File: src/inc/ahs_pkg.sv
/*
  Shared constants, types and the homing-method decoder for the axis homing
  sequencer. Assumes nothing of its surroundings beyond a SystemVerilog compiler.
*/
`default_nettype none

package ahs_pkg;

  localparam logic [7:0] MODE_HOMING      = 8'h06;
  localparam int         CW_START_BIT     = 4;
  localparam int         SW_ERR_BIT       = 13;
  localparam int         SW_HOMED_BIT     = 12;
  localparam int         SW_TGT_BIT       = 10;
  localparam int         CLK_PERIOD_NS    = 100;
  localparam int         MS_NS            = 1000000;
  localparam int         CYC_PER_MS       = MS_NS / CLK_PERIOD_NS;
  localparam logic [7:0] METHOD_RESET     = 8'h23;
  localparam logic [15:0] CW_RESET        = 16'h0000;
  localparam logic [15:0] SW_RESET        = 16'h0400;

  typedef enum logic [1:0] {REF_LIMIT, REF_HOME, REF_INDEX, REF_HERE} ahs_ref_e;

  typedef struct packed {
    logic     valid;
    ahs_ref_e kind;
    logic     use_index;
    logic     on_block;
    logic     dir_pos;
    logic     right_edge;
  } ahs_meth_s;

  // Block methods keep the travel profile of their positive twin.
  function automatic ahs_meth_s ahs_decode(input logic signed [7:0] m);
    ahs_meth_s  r;
    logic [7:0] a;
    logic [7:0] b;
    r          = '0;
    a          = m[7] ? 8'(-m) : 8'(m);
    b          = (a >= 8'h11 && a <= 8'h1E) ? 8'(a - 8'h10) : a;
    r.on_block = m[7];
    r.use_index = (a <= 8'h0E) || (a == 8'h21) || (a == 8'h22);
    r.right_edge = (b == 8'h05) || (b == 8'h06) || (b == 8'h09) || (b == 8'h0A) ||
                   (b == 8'h0D) || (b == 8'h0E);
    if (b == 8'h01 || b == 8'h02) begin
      r.valid   = 1'b1;
      r.kind    = REF_LIMIT;
      r.dir_pos = (b == 8'h02);
    end else if (b >= 8'h03 && b <= 8'h0E) begin
      r.valid   = !(m[7] && b <= 8'h06);
      r.kind    = REF_HOME;
      r.dir_pos = (b >= 8'h07) ? (b <= 8'h0A) : b[0];
    end else if (a == 8'h21 || a == 8'h22) begin
      r.valid   = !m[7];
      r.kind    = REF_INDEX;
      r.dir_pos = (a == 8'h22);
    end else if (a == 8'h23) begin
      r.valid   = !m[7];
      r.kind    = REF_HERE;
    end
    if (a == 8'h00 || a > 8'h23 || (a > 8'h0E && a < 8'h11) || (a > 8'h1E && a < 8'h21)) begin
      r.valid = 1'b0;
    end
    return r;
  endfunction

endpackage

`default_nettype wire

File: src/inc/ahs_if.sv
/*
  Object link between the fieldbus controller and the homing sequencer.
  Assumes both ends share clk; every object is a level held by its writer.
*/
`timescale 1ns/10ps
`default_nettype none

interface ahs_if;
  logic [7:0]  mode_of_op;
  logic [15:0] controlword;
  logic [7:0]  home_method;
  logic [31:0] home_offset;
  logic [31:0] switch_speed;
  logic [31:0] zero_speed;
  logic [31:0] home_accel;
  logic [15:0] block_current;
  logic [15:0] block_period_ms;
  logic [15:0] statusword;

  modport device (input mode_of_op, controlword, home_method, home_offset, switch_speed,
                  zero_speed, home_accel, block_current, block_period_ms,
                  output statusword);
  modport host (output mode_of_op, controlword, home_method, home_offset, switch_speed,
                zero_speed, home_accel, block_current, block_period_ms,
                input statusword);
endinterface

`default_nettype wire

File: src/rtl/ahs_blk_timer.sv
/*
  Millisecond timer for the run against a mechanical block.
  Assumes run is held high for the whole wait; dropping it clears the count.
*/
`timescale 1ns/10ps
`default_nettype none

module ahs_blk_timer
  import ahs_pkg::*;
#(
  parameter int CYCLES_PER_MS = CYC_PER_MS
) (
  input  wire logic        clk,
  input  wire logic        reset,
  input  wire logic        run,
  input  wire logic [15:0] period_ms,
  output logic             expired
);
  typedef struct packed {
    logic [31:0] cyc;
    logic [15:0] ms;
    logic        exp;
  } ahs_tmr_s;

  ahs_tmr_s s_reg;
  ahs_tmr_s s_next;

  always_comb begin
    s_next = s_reg;
    if (!run) begin
      s_next = '0;
    end else if (s_reg.ms >= period_ms) begin
      s_next.exp = 1'b1;
    end else if (s_reg.cyc == 32'(CYCLES_PER_MS - 1)) begin
      s_next.cyc = '0;
      s_next.ms  = 16'(s_reg.ms + 16'h0001);
    end else begin
      s_next.cyc = 32'(s_reg.cyc + 32'h0000_0001);
    end
  end

  always_ff @(posedge clk or posedge reset) begin
    if (reset) begin
      s_reg <= '0;
    end else begin
      s_reg <= s_next;
    end
  end

  assign expired = s_reg.exp;
endmodule

`default_nettype wire

File: src/rtl/ahs_device.sv
/*
  Homing sequencer of one axis: decodes the homing method, drives the search
  moves, loads the home offset and reports progress in the statusword.
  Assumes switch, index and current inputs are synchronous to clk and that the
  motion stage outside follows vel_cmd with acc_cmd and reports standstill.
*/
// Contract
// - Mode value 6 selects homing.
// - Controlword bit 4 starts; clearing it aborts.
// - Bits 13,12,10 encode homing progress.
// - Error sets bit 13; bit 10 shows standstill.
// - Bit 12 set after completion, cleared otherwise.
// - Index for 1-14, 33, 34; not 17-30.
// - Negative method homes against a current block.
// - Accept only listed negative block methods.
// - Block on current; keep pushing set milliseconds.
// - Block homing only in closed loop.
// - Methods 1, 2: limit switch then index.
// - Methods 3, 4: left home edge, index.
// - Methods 5, 6: right home edge, index.
// - Methods 7-14: home switch with limit watch.
// - Methods 17, 18: limit switch, no index.
// - Methods 19-22: home edge, no index.
// - Methods 23-30: home switch, no index.
// - Methods 33, 34: next index pulse only.
// - Method 35: here, no enable needed.
// - Switch speed, zero speed, homing acceleration.
// - Host enables switch inputs, keeps travel unblocked.
// - Home offset is the found reference position.
`timescale 1ns/10ps
`default_nettype none

module ahs_device
  import ahs_pkg::*;
#(
  parameter int CYCLES_PER_MS = CYC_PER_MS
) (
  input  wire logic        clk,
  input  wire logic        reset,
  ahs_if.device            bus,
  input  wire logic        index_pulse,
  input  wire logic        home_sw,
  input  wire logic        limit_pos,
  input  wire logic        limit_neg,
  input  wire logic [15:0] motor_current,
  input  wire logic        closed_loop,
  input  wire logic        op_enabled,
  input  wire logic        standstill,
  output logic [31:0]      vel_cmd,
  output logic [31:0]      acc_cmd,
  output logic             drive_en,
  output logic             pos_load,
  output logic [31:0]      pos_load_val
);
  typedef enum logic [3:0] {
    ST_IDLE, ST_SEEK, ST_BLOCK, ST_CLEAR, ST_EDGE, ST_INDEX, ST_STOP, ST_DONE, ST_FAIL
  } ahs_st_e;

  typedef struct packed {
    ahs_st_e     st;
    ahs_meth_s   meth;
    logic        dir;
    logic        homed;
    logic        start_d;
    logic        run_blk;
    logic [15:0] sw;
    logic [31:0] vel;
    logic [31:0] acc;
    logic        drive;
    logic        load;
    logic [31:0] load_val;
  } ahs_dev_s;

  ahs_dev_s  s_reg;
  ahs_dev_s  s_next;
  ahs_meth_s dec;
  logic      start_lvl;
  logic      blk_done;
  logic      hit_end;
  logic      busy;

  ahs_blk_timer #(
    .CYCLES_PER_MS (CYCLES_PER_MS)
  ) u_blk_timer (
    .clk       (clk),
    .reset     (reset),
    .run       (s_reg.run_blk),
    .period_ms (bus.block_period_ms),
    .expired   (blk_done)
  );

  function automatic logic [31:0] signed_speed(input logic d, input logic [31:0] spd);
    return d ? spd : 32'(-spd);
  endfunction

  always_comb begin
    dec       = ahs_decode(bus.home_method);
    start_lvl = (bus.mode_of_op == MODE_HOMING) && bus.controlword[CW_START_BIT];
    // A block replaces the limit switch; current above threshold marks it.
    hit_end   = s_reg.meth.on_block ? (motor_current > bus.block_current)
                                    : (s_reg.dir ? limit_pos : limit_neg);
    busy      = !(s_reg.st inside {ST_IDLE, ST_DONE, ST_FAIL});
  end

  always_comb begin
    s_next         = s_reg;
    s_next.start_d = start_lvl;
    s_next.load    = 1'b0;
    s_next.acc     = bus.home_accel;
    unique case (s_reg.st)
      ST_IDLE, ST_DONE, ST_FAIL: begin
        if (start_lvl && !s_reg.start_d) begin
          s_next.meth = dec;
          s_next.dir  = dec.dir_pos;
          s_next.vel  = '0;
          if (!dec.valid || (dec.on_block && !closed_loop)) begin
            s_next.st    = ST_FAIL;
            s_next.homed = 1'b0;
          end else if (dec.kind == REF_HERE) begin
            s_next.homed = 1'b0;
            s_next.st    = ST_STOP;
          end else if (op_enabled) begin
            s_next.homed = 1'b0;
            s_next.drive = 1'b1;
            s_next.st    = (dec.kind == REF_INDEX) ? ST_INDEX : ST_SEEK;
          end
        end else if (standstill) begin
          // An interrupted or failed run keeps the drive on until the axis is at rest.
          s_next.drive = 1'b0;
        end
      end
      ST_SEEK: begin
        s_next.vel = signed_speed(s_reg.dir, bus.switch_speed);
        if (s_reg.meth.kind == REF_HOME && home_sw) begin
          // Leave the switch on the side of the wanted edge, then creep back.
          s_next.dir = s_reg.meth.right_edge;
          s_next.st  = ST_CLEAR;
        end else if (hit_end) begin
          if (s_reg.meth.on_block) begin
            s_next.st = ST_BLOCK;
          end else if (s_reg.meth.kind == REF_HOME) begin
            s_next.dir = !s_reg.dir;
          end else begin
            s_next.dir = !s_reg.dir;
            s_next.st  = s_reg.meth.use_index ? ST_INDEX : ST_STOP;
          end
        end
      end
      ST_BLOCK: begin
        s_next.run_blk = 1'b1;
        if (blk_done) begin
          s_next.run_blk = 1'b0;
          s_next.dir     = !s_reg.dir;
          if (s_reg.meth.kind == REF_HOME) begin
            s_next.st = ST_SEEK;
          end else begin
            s_next.st = s_reg.meth.use_index ? ST_INDEX : ST_STOP;
          end
        end
      end
      ST_CLEAR: begin
        s_next.vel = signed_speed(s_reg.dir, bus.switch_speed);
        if (!home_sw) begin
          s_next.dir = !s_reg.dir;
          s_next.st  = ST_EDGE;
        end else if (hit_end) begin
          s_next.st = ST_FAIL;
        end
      end
      ST_EDGE: begin
        s_next.vel = signed_speed(s_reg.dir, bus.zero_speed);
        if (home_sw) begin
          s_next.dir = s_reg.meth.right_edge;
          s_next.st  = s_reg.meth.use_index ? ST_INDEX : ST_STOP;
        end else if (hit_end) begin
          s_next.st = ST_FAIL;
        end
      end
      ST_INDEX: begin
        s_next.vel = signed_speed(s_reg.dir, bus.zero_speed);
        if (index_pulse) begin
          s_next.st = ST_STOP;
        end else if (hit_end && !s_reg.meth.on_block) begin
          s_next.st = ST_FAIL;
        end
      end
      ST_STOP: begin
        s_next.vel = '0;
        if (standstill || s_reg.meth.kind == REF_HERE) begin
          // The offset is loaded in the same cycle that the statusword claims completion.
          s_next.load     = 1'b1;
          s_next.load_val = bus.home_offset;
          s_next.drive    = 1'b0;
          s_next.homed    = 1'b1;
          s_next.st       = ST_DONE;
        end
      end
      default: s_next.st = ST_FAIL;
    endcase
    if (busy && !start_lvl) begin
      // Withdrawing the start bit interrupts the run; the axis brakes to rest.
      s_next.vel     = '0;
      s_next.run_blk = 1'b0;
      s_next.drive   = !standstill && s_reg.drive;
      s_next.st      = ST_IDLE;
    end
    if (s_next.st == ST_FAIL) begin
      s_next.vel     = '0;
      s_next.run_blk = 1'b0;
      s_next.homed   = 1'b0;
    end
    s_next.sw = '0;
    s_next.sw[SW_ERR_BIT]   = (s_next.st == ST_FAIL);
    s_next.sw[SW_HOMED_BIT] = s_next.homed && (s_next.st != ST_FAIL);
    unique case (s_next.st)
      ST_FAIL: s_next.sw[SW_TGT_BIT] = standstill;
      ST_IDLE: s_next.sw[SW_TGT_BIT] = !s_next.homed;
      ST_DONE: s_next.sw[SW_TGT_BIT] = 1'b1;
      default: s_next.sw[SW_TGT_BIT] = 1'b0;
    endcase
  end

  always_ff @(posedge clk or posedge reset) begin
    if (reset) begin
      s_reg         <= '0;
      s_reg.st      <= ST_IDLE;
      s_reg.sw      <= SW_RESET;
    end else begin
      s_reg <= s_next;
    end
  end

  assign bus.statusword = s_reg.sw;
  assign vel_cmd        = s_reg.vel;
  assign acc_cmd        = s_reg.acc;
  assign drive_en       = s_reg.drive;
  assign pos_load       = s_reg.load;
  assign pos_load_val   = s_reg.load_val;
endmodule

`default_nettype wire

File: src/flat_wrapper.sv
// flat-port wrapper written by rule: the top's interface ports become plain ports
module ahs_device_flat import ahs_pkg::*;
#(
  parameter int CYCLES_PER_MS = CYC_PER_MS
)
  (clk, reset, index_pulse, home_sw, limit_pos, limit_neg, motor_current, closed_loop, op_enabled, standstill, vel_cmd, acc_cmd, drive_en, pos_load, pos_load_val, bus_mode_of_op, bus_controlword, bus_home_method, bus_home_offset, bus_switch_speed, bus_zero_speed, bus_home_accel, bus_block_current, bus_block_period_ms, bus_statusword);
  ahs_if bus_i ();
  input  wire logic clk;
  input  wire logic reset;
  input  wire logic index_pulse;
  input  wire logic home_sw;
  input  wire logic limit_pos;
  input  wire logic limit_neg;
  input  wire logic [15:0] motor_current;
  input  wire logic closed_loop;
  input  wire logic op_enabled;
  input  wire logic standstill;
  output logic [31:0] vel_cmd;
  output logic [31:0] acc_cmd;
  output logic drive_en;
  output logic pos_load;
  output logic [31:0] pos_load_val;
  input wire logic [$bits(bus_i.mode_of_op)-1:0] bus_mode_of_op;
  input wire logic [$bits(bus_i.controlword)-1:0] bus_controlword;
  input wire logic [$bits(bus_i.home_method)-1:0] bus_home_method;
  input wire logic [$bits(bus_i.home_offset)-1:0] bus_home_offset;
  input wire logic [$bits(bus_i.switch_speed)-1:0] bus_switch_speed;
  input wire logic [$bits(bus_i.zero_speed)-1:0] bus_zero_speed;
  input wire logic [$bits(bus_i.home_accel)-1:0] bus_home_accel;
  input wire logic [$bits(bus_i.block_current)-1:0] bus_block_current;
  input wire logic [$bits(bus_i.block_period_ms)-1:0] bus_block_period_ms;
  output wire logic [$bits(bus_i.statusword)-1:0] bus_statusword;
  assign bus_i.mode_of_op = bus_mode_of_op;
  assign bus_i.controlword = bus_controlword;
  assign bus_i.home_method = bus_home_method;
  assign bus_i.home_offset = bus_home_offset;
  assign bus_i.switch_speed = bus_switch_speed;
  assign bus_i.zero_speed = bus_zero_speed;
  assign bus_i.home_accel = bus_home_accel;
  assign bus_i.block_current = bus_block_current;
  assign bus_i.block_period_ms = bus_block_period_ms;
  assign bus_statusword = bus_i.statusword;
  ahs_device #(.CYCLES_PER_MS(CYCLES_PER_MS)) u_core (.clk(clk), .reset(reset), .bus(bus_i), .index_pulse(index_pulse), .home_sw(home_sw), .limit_pos(limit_pos), .limit_neg(limit_neg), .motor_current(motor_current), .closed_loop(closed_loop), .op_enabled(op_enabled), .standstill(standstill), .vel_cmd(vel_cmd), .acc_cmd(acc_cmd), .drive_en(drive_en), .pos_load(pos_load), .pos_load_val(pos_load_val));
endmodule
File: config.mk
export PLATFORM = sky130hd
export DESIGN_NAME = ahs_device_flat
export DESIGN_NICKNAME = d
export VERILOG_FILES = /design/src/inc/ahs_pkg.sv /design/src/inc/ahs_if.sv /design/src/rtl/ahs_blk_timer.sv /design/src/rtl/ahs_device.sv /design/src/flat_wrapper.sv
export SDC_FILE = /design/constraint.sdc
export NUM_CORES = 1
export LEC_CHECK = 0
export BUFFER_PORTS_ARGS = -buffer_cell sky130_fd_sc_hd__buf_4
export CAP_MARGIN = 20
export CORE_ASPECT_RATIO = 0.5
export CORE_MARGIN = 2
export CORE_UTILIZATION = 54
export CTS_BUF_LIST = sky130_fd_sc_hd__clkbuf_8
export CTS_CLUSTER_SIZE = 24
export DETAILED_ROUTE_END_ITERATION = 7
export HOLD_SLACK_MARGIN = 0.03
export PLACE_DENSITY = 0.83
export SKIP_CTS_REPAIR_TIMING = 1
export SLEW_MARGIN = 20
export SYNTH_ARGS = -nofsm -noshare
export SYNTH_HDL_FRONTEND = slang
export SYNTH_SLANG_ARGS = --single-unit
File: constraint.sdc
create_clock -name clk -period 6.5 [get_ports clk]
set_input_delay 1.3 -clock clk [delete_from_list [all_inputs] [get_ports clk]]
set_output_delay 1.3 -clock clk [all_outputs]
set_load 0.01 [all_outputs]
Word level (Yosys, flattened, before mapping)
Index checks and enable logic that the tools add are counted.
{"block": "word_totals", "out_inout_bits": 114, "wordCells": 210, "inputBits": 217, "regBits": 165}
{"block": "op_classes", "eq_ne": 43, "order_cmp": 15, "reduce_logical": 55, "n_mux": 71, "add_sub_neg": 6}
{"cell": "two-way mux 32 bit", "n": 6}
{"cell": "case mux 32 bit (4 select lines)", "n": 1}
{"cell": "two-way mux 4 bit", "n": 16}
{"cell": "negation 32 bit", "n": 2}
{"cell": "two-way mux 49 bit", "n": 1}
{"cell": "two-way mux 48 bit", "n": 1}
{"cell": "two-way mux 34 bit", "n": 1}
{"cell": "two-way mux 33 bit", "n": 1}
{"cell": "adder 32 x 1 -> 32 bit (second input constant)", "n": 1}
{"cell": "== test 32 x 14 -> 1 bit (second input constant)", "n": 1}
{"cell": "== test 8 x 4 -> 1 bit (second input constant)", "n": 4}
{"cell": "two-way mux 1 bit", "n": 29}
{"cell": "case mux 4 bit (7 select lines)", "n": 1}
{"cell": "== test 8 x 3 -> 1 bit (second input constant)", "n": 3}
{"cell": "== test 8 x 6 -> 1 bit (second input constant)", "n": 3}
{"cell": "less-or-equal comparator 8 x 4 -> 1 bit (second input constant)", "n": 3}
{"cell": "== test 4 x 3 -> 1 bit (second input constant)", "n": 5}
{"cell": "adder 16 x 1 -> 16 bit (second input constant)", "n": 1}
{"cell": ">= comparator 16 bit", "n": 1}
{"cell": "greater-than comparator 16 bit", "n": 1}
{"cell": "two-way mux 16 bit", "n": 1}
{"cell": "two-way mux 8 bit", "n": 2}
{"cell": "inequality test 4 bit (second input constant)", "n": 4}
{"cell": "two-way mux 3 bit", "n": 5}
{"cell": "other kinds (43)", "n": 96}

Logic depth before layout (Yosys ltp)
{"block": "logic_depth", "ltp_word": 22, "depth_mapped": 13, "ltp_nobuf": 11}

Hierarchy
A second synthesis with hierarchy kept.
{"block": "unflattened", "cells_unflattened": 1299, "area_unflattened_um2": 11557.3}
{"module": "ahs_device", "area_each_um2": 8094.0, "cells_per_inst": 899, "n_inst": 1, "seq_area_each_um2": 2829.0}
{"module": "ahs_blk_timer", "area_each_um2": 3463.3, "cells_per_inst": 400, "n_inst": 1, "seq_area_each_um2": 1226.2}

Least setup slack after synthesis
Ideal clock, no wire load.
{"block": "synth_timing", "kind": "input to register", "start": "input port bus_home_method[0]", "end": "register u_core.s_reg, in the netlist u_core.bus.statusword[10]", "cell_stages": 13, "setup_slack_ps": 2364, "setup_time_ps": 83, "path_buffers": 2, "t_arrival_ps": 4053, "path_cell_list": "buf_2 -> inv_1 -> ha_1 -> buf_4 -> or4b_4 -> a31oi_4 -> nor2_2 -> or3_4 -> a2111oi_4 -> a31oi_2 -> o32ai_4 -> nor3b_1 -> a221o_1"}
{"element": "from (decl)", "line_no": "flat_wrapper.sv:25", "text": "input wire logic [$bits(bus_i.home_method)-1:0] bus_home_method;"}
{"element": "to (signal assigned)", "line_no": "ahs_device.sv:229", "text": "s_reg <= s_next;"}
{"element": "to (decl)", "line_no": "ahs_device.sv:74", "text": "ahs_dev_s s_reg;"}

==> metrics list <==
* Status: complete, no violations
* Largest clock skew in the final design: 19.3 ps
* Async set or reset register ratio after synthesis: 1.00
- Traced cell by cell, the critical path runs through buf_4 -> or4b_1 -> nor4_2 -> nand2_1 -> a2111oi_4 -> a31oi_2 -> o32ai_4 -> nor3b_1 -> a221o_1.
* Number of antenna violations at the first check in global routing: 0
* List of most frequent post-synthesis cells: sky130_fd_sc_hd__dfrtp_1 (161), sky130_fd_sc_hd__nor2_1 (129), sky130_fd_sc_hd__buf_4 (113)
* Max incr delay on CP: 820 ps
- Worst hold margin: slightly above 500 ps
- Residual DRC: 0
- Based on the critical path, the design can be clocked at up to between 200 and 250 MHz.
* Number of global-route vias before repair: 9627
* Register area share after synthesis: 0.368
- Multi-input combinational cell area: 0.00573 mm²
- Worst path arrival time: 4630 ps
* Number of flops mapped to enable cells by yosys: 0
- The first global-routing pass estimated 47.7 mm of wire.
* Post-synthesis area per instance: 8.84 µm²
- Buffers added on ports: 302
- After layout, the worst setup slack is 2260 ps.
- Chip width: just over 200 µm
- The initialized floorplan defines 36 standard-cell rows.
* Final antenna diode count: 0
* Final cell count without fillers: 1702
- Min-Delay Path Class: flip-flop to flip-flop
- Worst-case register-to-register setup slack: 3020 ps
- At the worst endpoint, the required time is between 6000 and 7000 ps.
* Setup TNS: 0 ps
- The net count of the finished layout is 1678.
- After detailed placement, the design holds a cell count of 1671.
* Sum of net half-perimeters after detailed placement: about 23 mm
- During synthesis, Yosys emitted a total of 0 warnings.
* Remaining global-route overflow: 0
- The layout has ~1600 filler cells.
- Dividing the final minimum period by the clock period gives 0.652.
- Cell type with the highest aggregate area in the netlist: sky130_fd_sc_hd__dfrtp_1
* Cell types with the largest area share after synthesis: sky130_fd_sc_hd__dfrtp_1 (37%), sky130_fd_sc_hd__buf_4 (7.7%), sky130_fd_sc_hd__xnor2_1 (5.9%), sky130_fd_sc_hd__nor2_1 (4.4%), sky130_fd_sc_hd__ha_1 (4.2%)
* CP startpoint: bus_mode_of_op[4]
* Launching element type of the critical path: primary input
- Synthesis handed over a netlist of 1245 instances.
- The worst-case IR drop observed on VDD is 146 µV.
- In the global route stage, overall resource usage came out at 0.276.
- For this block, the initial DRC count from the detailed router was approximately 800.
* Clock insertion delay at the later pin of the skew report: 470 ps
- Share of Yosys cell area claimed by the top area cell type: 0.366
- The register with the most flip-flops in the layout has 48 of them.
* RSZ-0062 raised after global routing: no
- Of the cells placed in the final design, the portion with a size suffix greater than 1 is 0.283.
- Areal power density over the cells: 213 mW/mm²
- Number of failing hold endpoints at the final stage: 0
- From synthesis to final layout, the design area changed by 19.0%.
- Using the TritonRoute via totals, the vias-per-cell ratio works out to 5.74.
- Post-Place Setup Slack: 1750 ps
- Core Util, Final: 0.664
* Yosys cell types: 84
- Flip-flop and latch count after synthesis: 162
* TritonCTS clock tree: built
- Top-level port count: between 300 and 400
- Setup violations remaining at the end of the flow were counted as 0.
- Die Footprint: 0.0216 mm²
- Most numerous cell in the Yosys netlist: sky130_fd_sc_hd__dfrtp_1
- Critical-path top delay cell: sky130_fd_sc_hd__nor4_2
- Entering global routing, the biggest net connects 97 pins.
* Die Y: roughly 100 µm
- Routed wire length: 29.7 mm
- Post-synth design cell area: ~0.011 mm²
- Number of pins with negative max-slew slack in the final report: 0
- Subtracting the final worst setup slack from the clock period gives between 4000 and 5000 ps.
- Critical Path Fanout Max: 15
- The final route contains 9765 vias.
* Remaining antenna violation count after routing: 0
- Max Cap Viol: 0
- The core region is ~0.020 mm².
* Length in cells of the worst reg-to-reg path: 12
- Slew at the pin closest to its max-slew limit: slightly above 1000 ps
* Element type at the critical path end: flip-flop
- Total clock buffers created by CTS: 17
- The startpoint identified for the worst register-to-register timing path is u_core.u_blk_timer.s_reg[1]$_DFFE_PP0P_.
- Final weighted congestion in routability-driven placement: 0.923
* Type of the worst setup path: primary input to flip-flop
- CTS sink cnt: 162
* Top_reg_cell synth: sky130_fd_sc_hd__dfrtp_1
* CTS clk-pin slew, worst paths: 80 ps
- First-pass DRT Iterations: 6
- Critical path destination: u_core.bus.statusword[10]$_DFF_PP1_
- No sink is reached through more buffers than the 2 on the longest clock path.
- The root buffer cell chosen for the clock tree is sky130_fd_sc_hd__clkbuf_8.
- Static power due to leakage: 6.13 nW
* Initial core utilization: 0.558
* Worst slew slack as a fraction of its limit: 0.320
* Area taken by flip-flops and latches: approximately 0.0041 mm²
- In the final routed layout, each cell accounts on average for roughly 17 µm.
- The H-tree was split into 4 levels.
- Reg2reg end: u_core.u_blk_timer.s_reg[16]$_DFFE_PP0P_
==> worst min-delay path by stage <==
stage,cells after the start,to,start
finish,1,u_core.pos_load_val[4]$_DFFE_PP0P_,u_core.pos_load_val[4]$_DFFE_PP0P_
global route,1,u_core.pos_load_val[18]$_DFFE_PP0P_,u_core.pos_load_val[18]$_DFFE_PP0P_
CTS,1,u_core.pos_load_val[4]$_DFFE_PP0P_,u_core.pos_load_val[4]$_DFFE_PP0P_
detailed placement,1,u_core.pos_load_val[18]$_DFFE_PP0P_,u_core.pos_load_val[18]$_DFFE_PP0P_
global placement,1,u_core.pos_load_val[27]$_DFFE_PP0P_,u_core.pos_load_val[27]$_DFFE_PP0P_
floorplan,2,u_core.s_reg[118]$_DFFE_PP0P_,u_core.s_reg[118]$_DFFE_PP0P_
==> kinds of logic (layout without fill, tap and decap cells) <==
group	after synthesis	count (layout)	share of synthesized area
buffers and inverters	228	407	0.117
other	1	13	0.000341
flip-flops	162	162	0.368
AO/OA/AOI/OAI	279	279	0.171
AND/OR/NAND/NOR	409	409	0.190
XOR/XNOR	88	88	0.0700
multiplexers	41	41	0.0411
adder cells (fa/ha/maj)	37	37	0.0420
==> metal layers <==
layer	vias up	part of all wire	global-route usage
li1	4652	-	-
met1	4677	0.42	0.345
met2	343	0.49	0.468
met3	93	0.044	0.0434
met4	0	0.043	0.132
met5	-	0	0
==> critical path: cells and delay by family <==
family | cells | cell delay (ps)
simple gates | 4 | 2080
compound gates | 4 | 1130
buf+inv | 1 | 110
==> cell type report <==
type | instances | share of cell area
Clock buffer | 18 | 0.0189
Clock inverter | 13 | 0.0121
Inverter | 67 | 0.0196
Multi-Input combinational cell | 867 | 0.437
Sequential cell | 162 | 0.310
Tap cell | 266 | 0.0254
Timing Repair Buffer | 309 | 0.177
==> cell usage in the layout, fill, tap and decap left out, types with 6 or more instances in the layout <==
master	count
sky130_fd_sc_hd__xor2_1	14
sky130_fd_sc_hd__nor4b_1	6
sky130_fd_sc_hd__nor3b_1	6
sky130_fd_sc_hd__or3_1	16
sky130_fd_sc_hd__mux2i_1	7
sky130_fd_sc_hd__o221ai_1	6
sky130_fd_sc_hd__a31oi_1	15
sky130_fd_sc_hd__nand2b_1	13
sky130_fd_sc_hd__conb_1	13
sky130_fd_sc_hd__nand2_1	73
sky130_fd_sc_hd__xnor2_1	74
sky130_fd_sc_hd__a21oi_1	69
sky130_fd_sc_hd__or4_1	8
sky130_fd_sc_hd__o31ai_1	9
sky130_fd_sc_hd__ha_1	37
sky130_fd_sc_hd__mux2_2	34
sky130_fd_sc_hd__o21ai_0	48
sky130_fd_sc_hd__a21o_1	14
sky130_fd_sc_hd__a22oi_1	34
sky130_fd_sc_hd__nand4_1	11
sky130_fd_sc_hd__nor3_1	37
sky130_fd_sc_hd__and3_1	18
sky130_fd_sc_hd__inv_1	67
sky130_fd_sc_hd__nor4_1	16
sky130_fd_sc_hd__nor2_1	128
sky130_fd_sc_hd__clkbuf_8	18
sky130_fd_sc_hd__nor2b_1	10
sky130_fd_sc_hd__nand3_1	30
sky130_fd_sc_hd__dfrtp_1	160
sky130_fd_sc_hd__buf_4	309
sky130_fd_sc_hd__o22ai_1	32
==> power by group <==
part | internal, W | switching [W]
sequential | 0.00105 | 0.0000596
combinational | 0.000384 | 0.000517
clock | 0.000388 | 0.000387
==> per-stage QoR <==
stage,total power [W],cell area [µm²]
after floorplan,0.00177,11100
after global placement,0.00199,12700
after detailed placement,0.00202,12700
after CTS,0.00280,13100
after global routing,0.00295,13100
final,0.00279,13100
No activity file was read; power rests on OpenSTA's default activity.
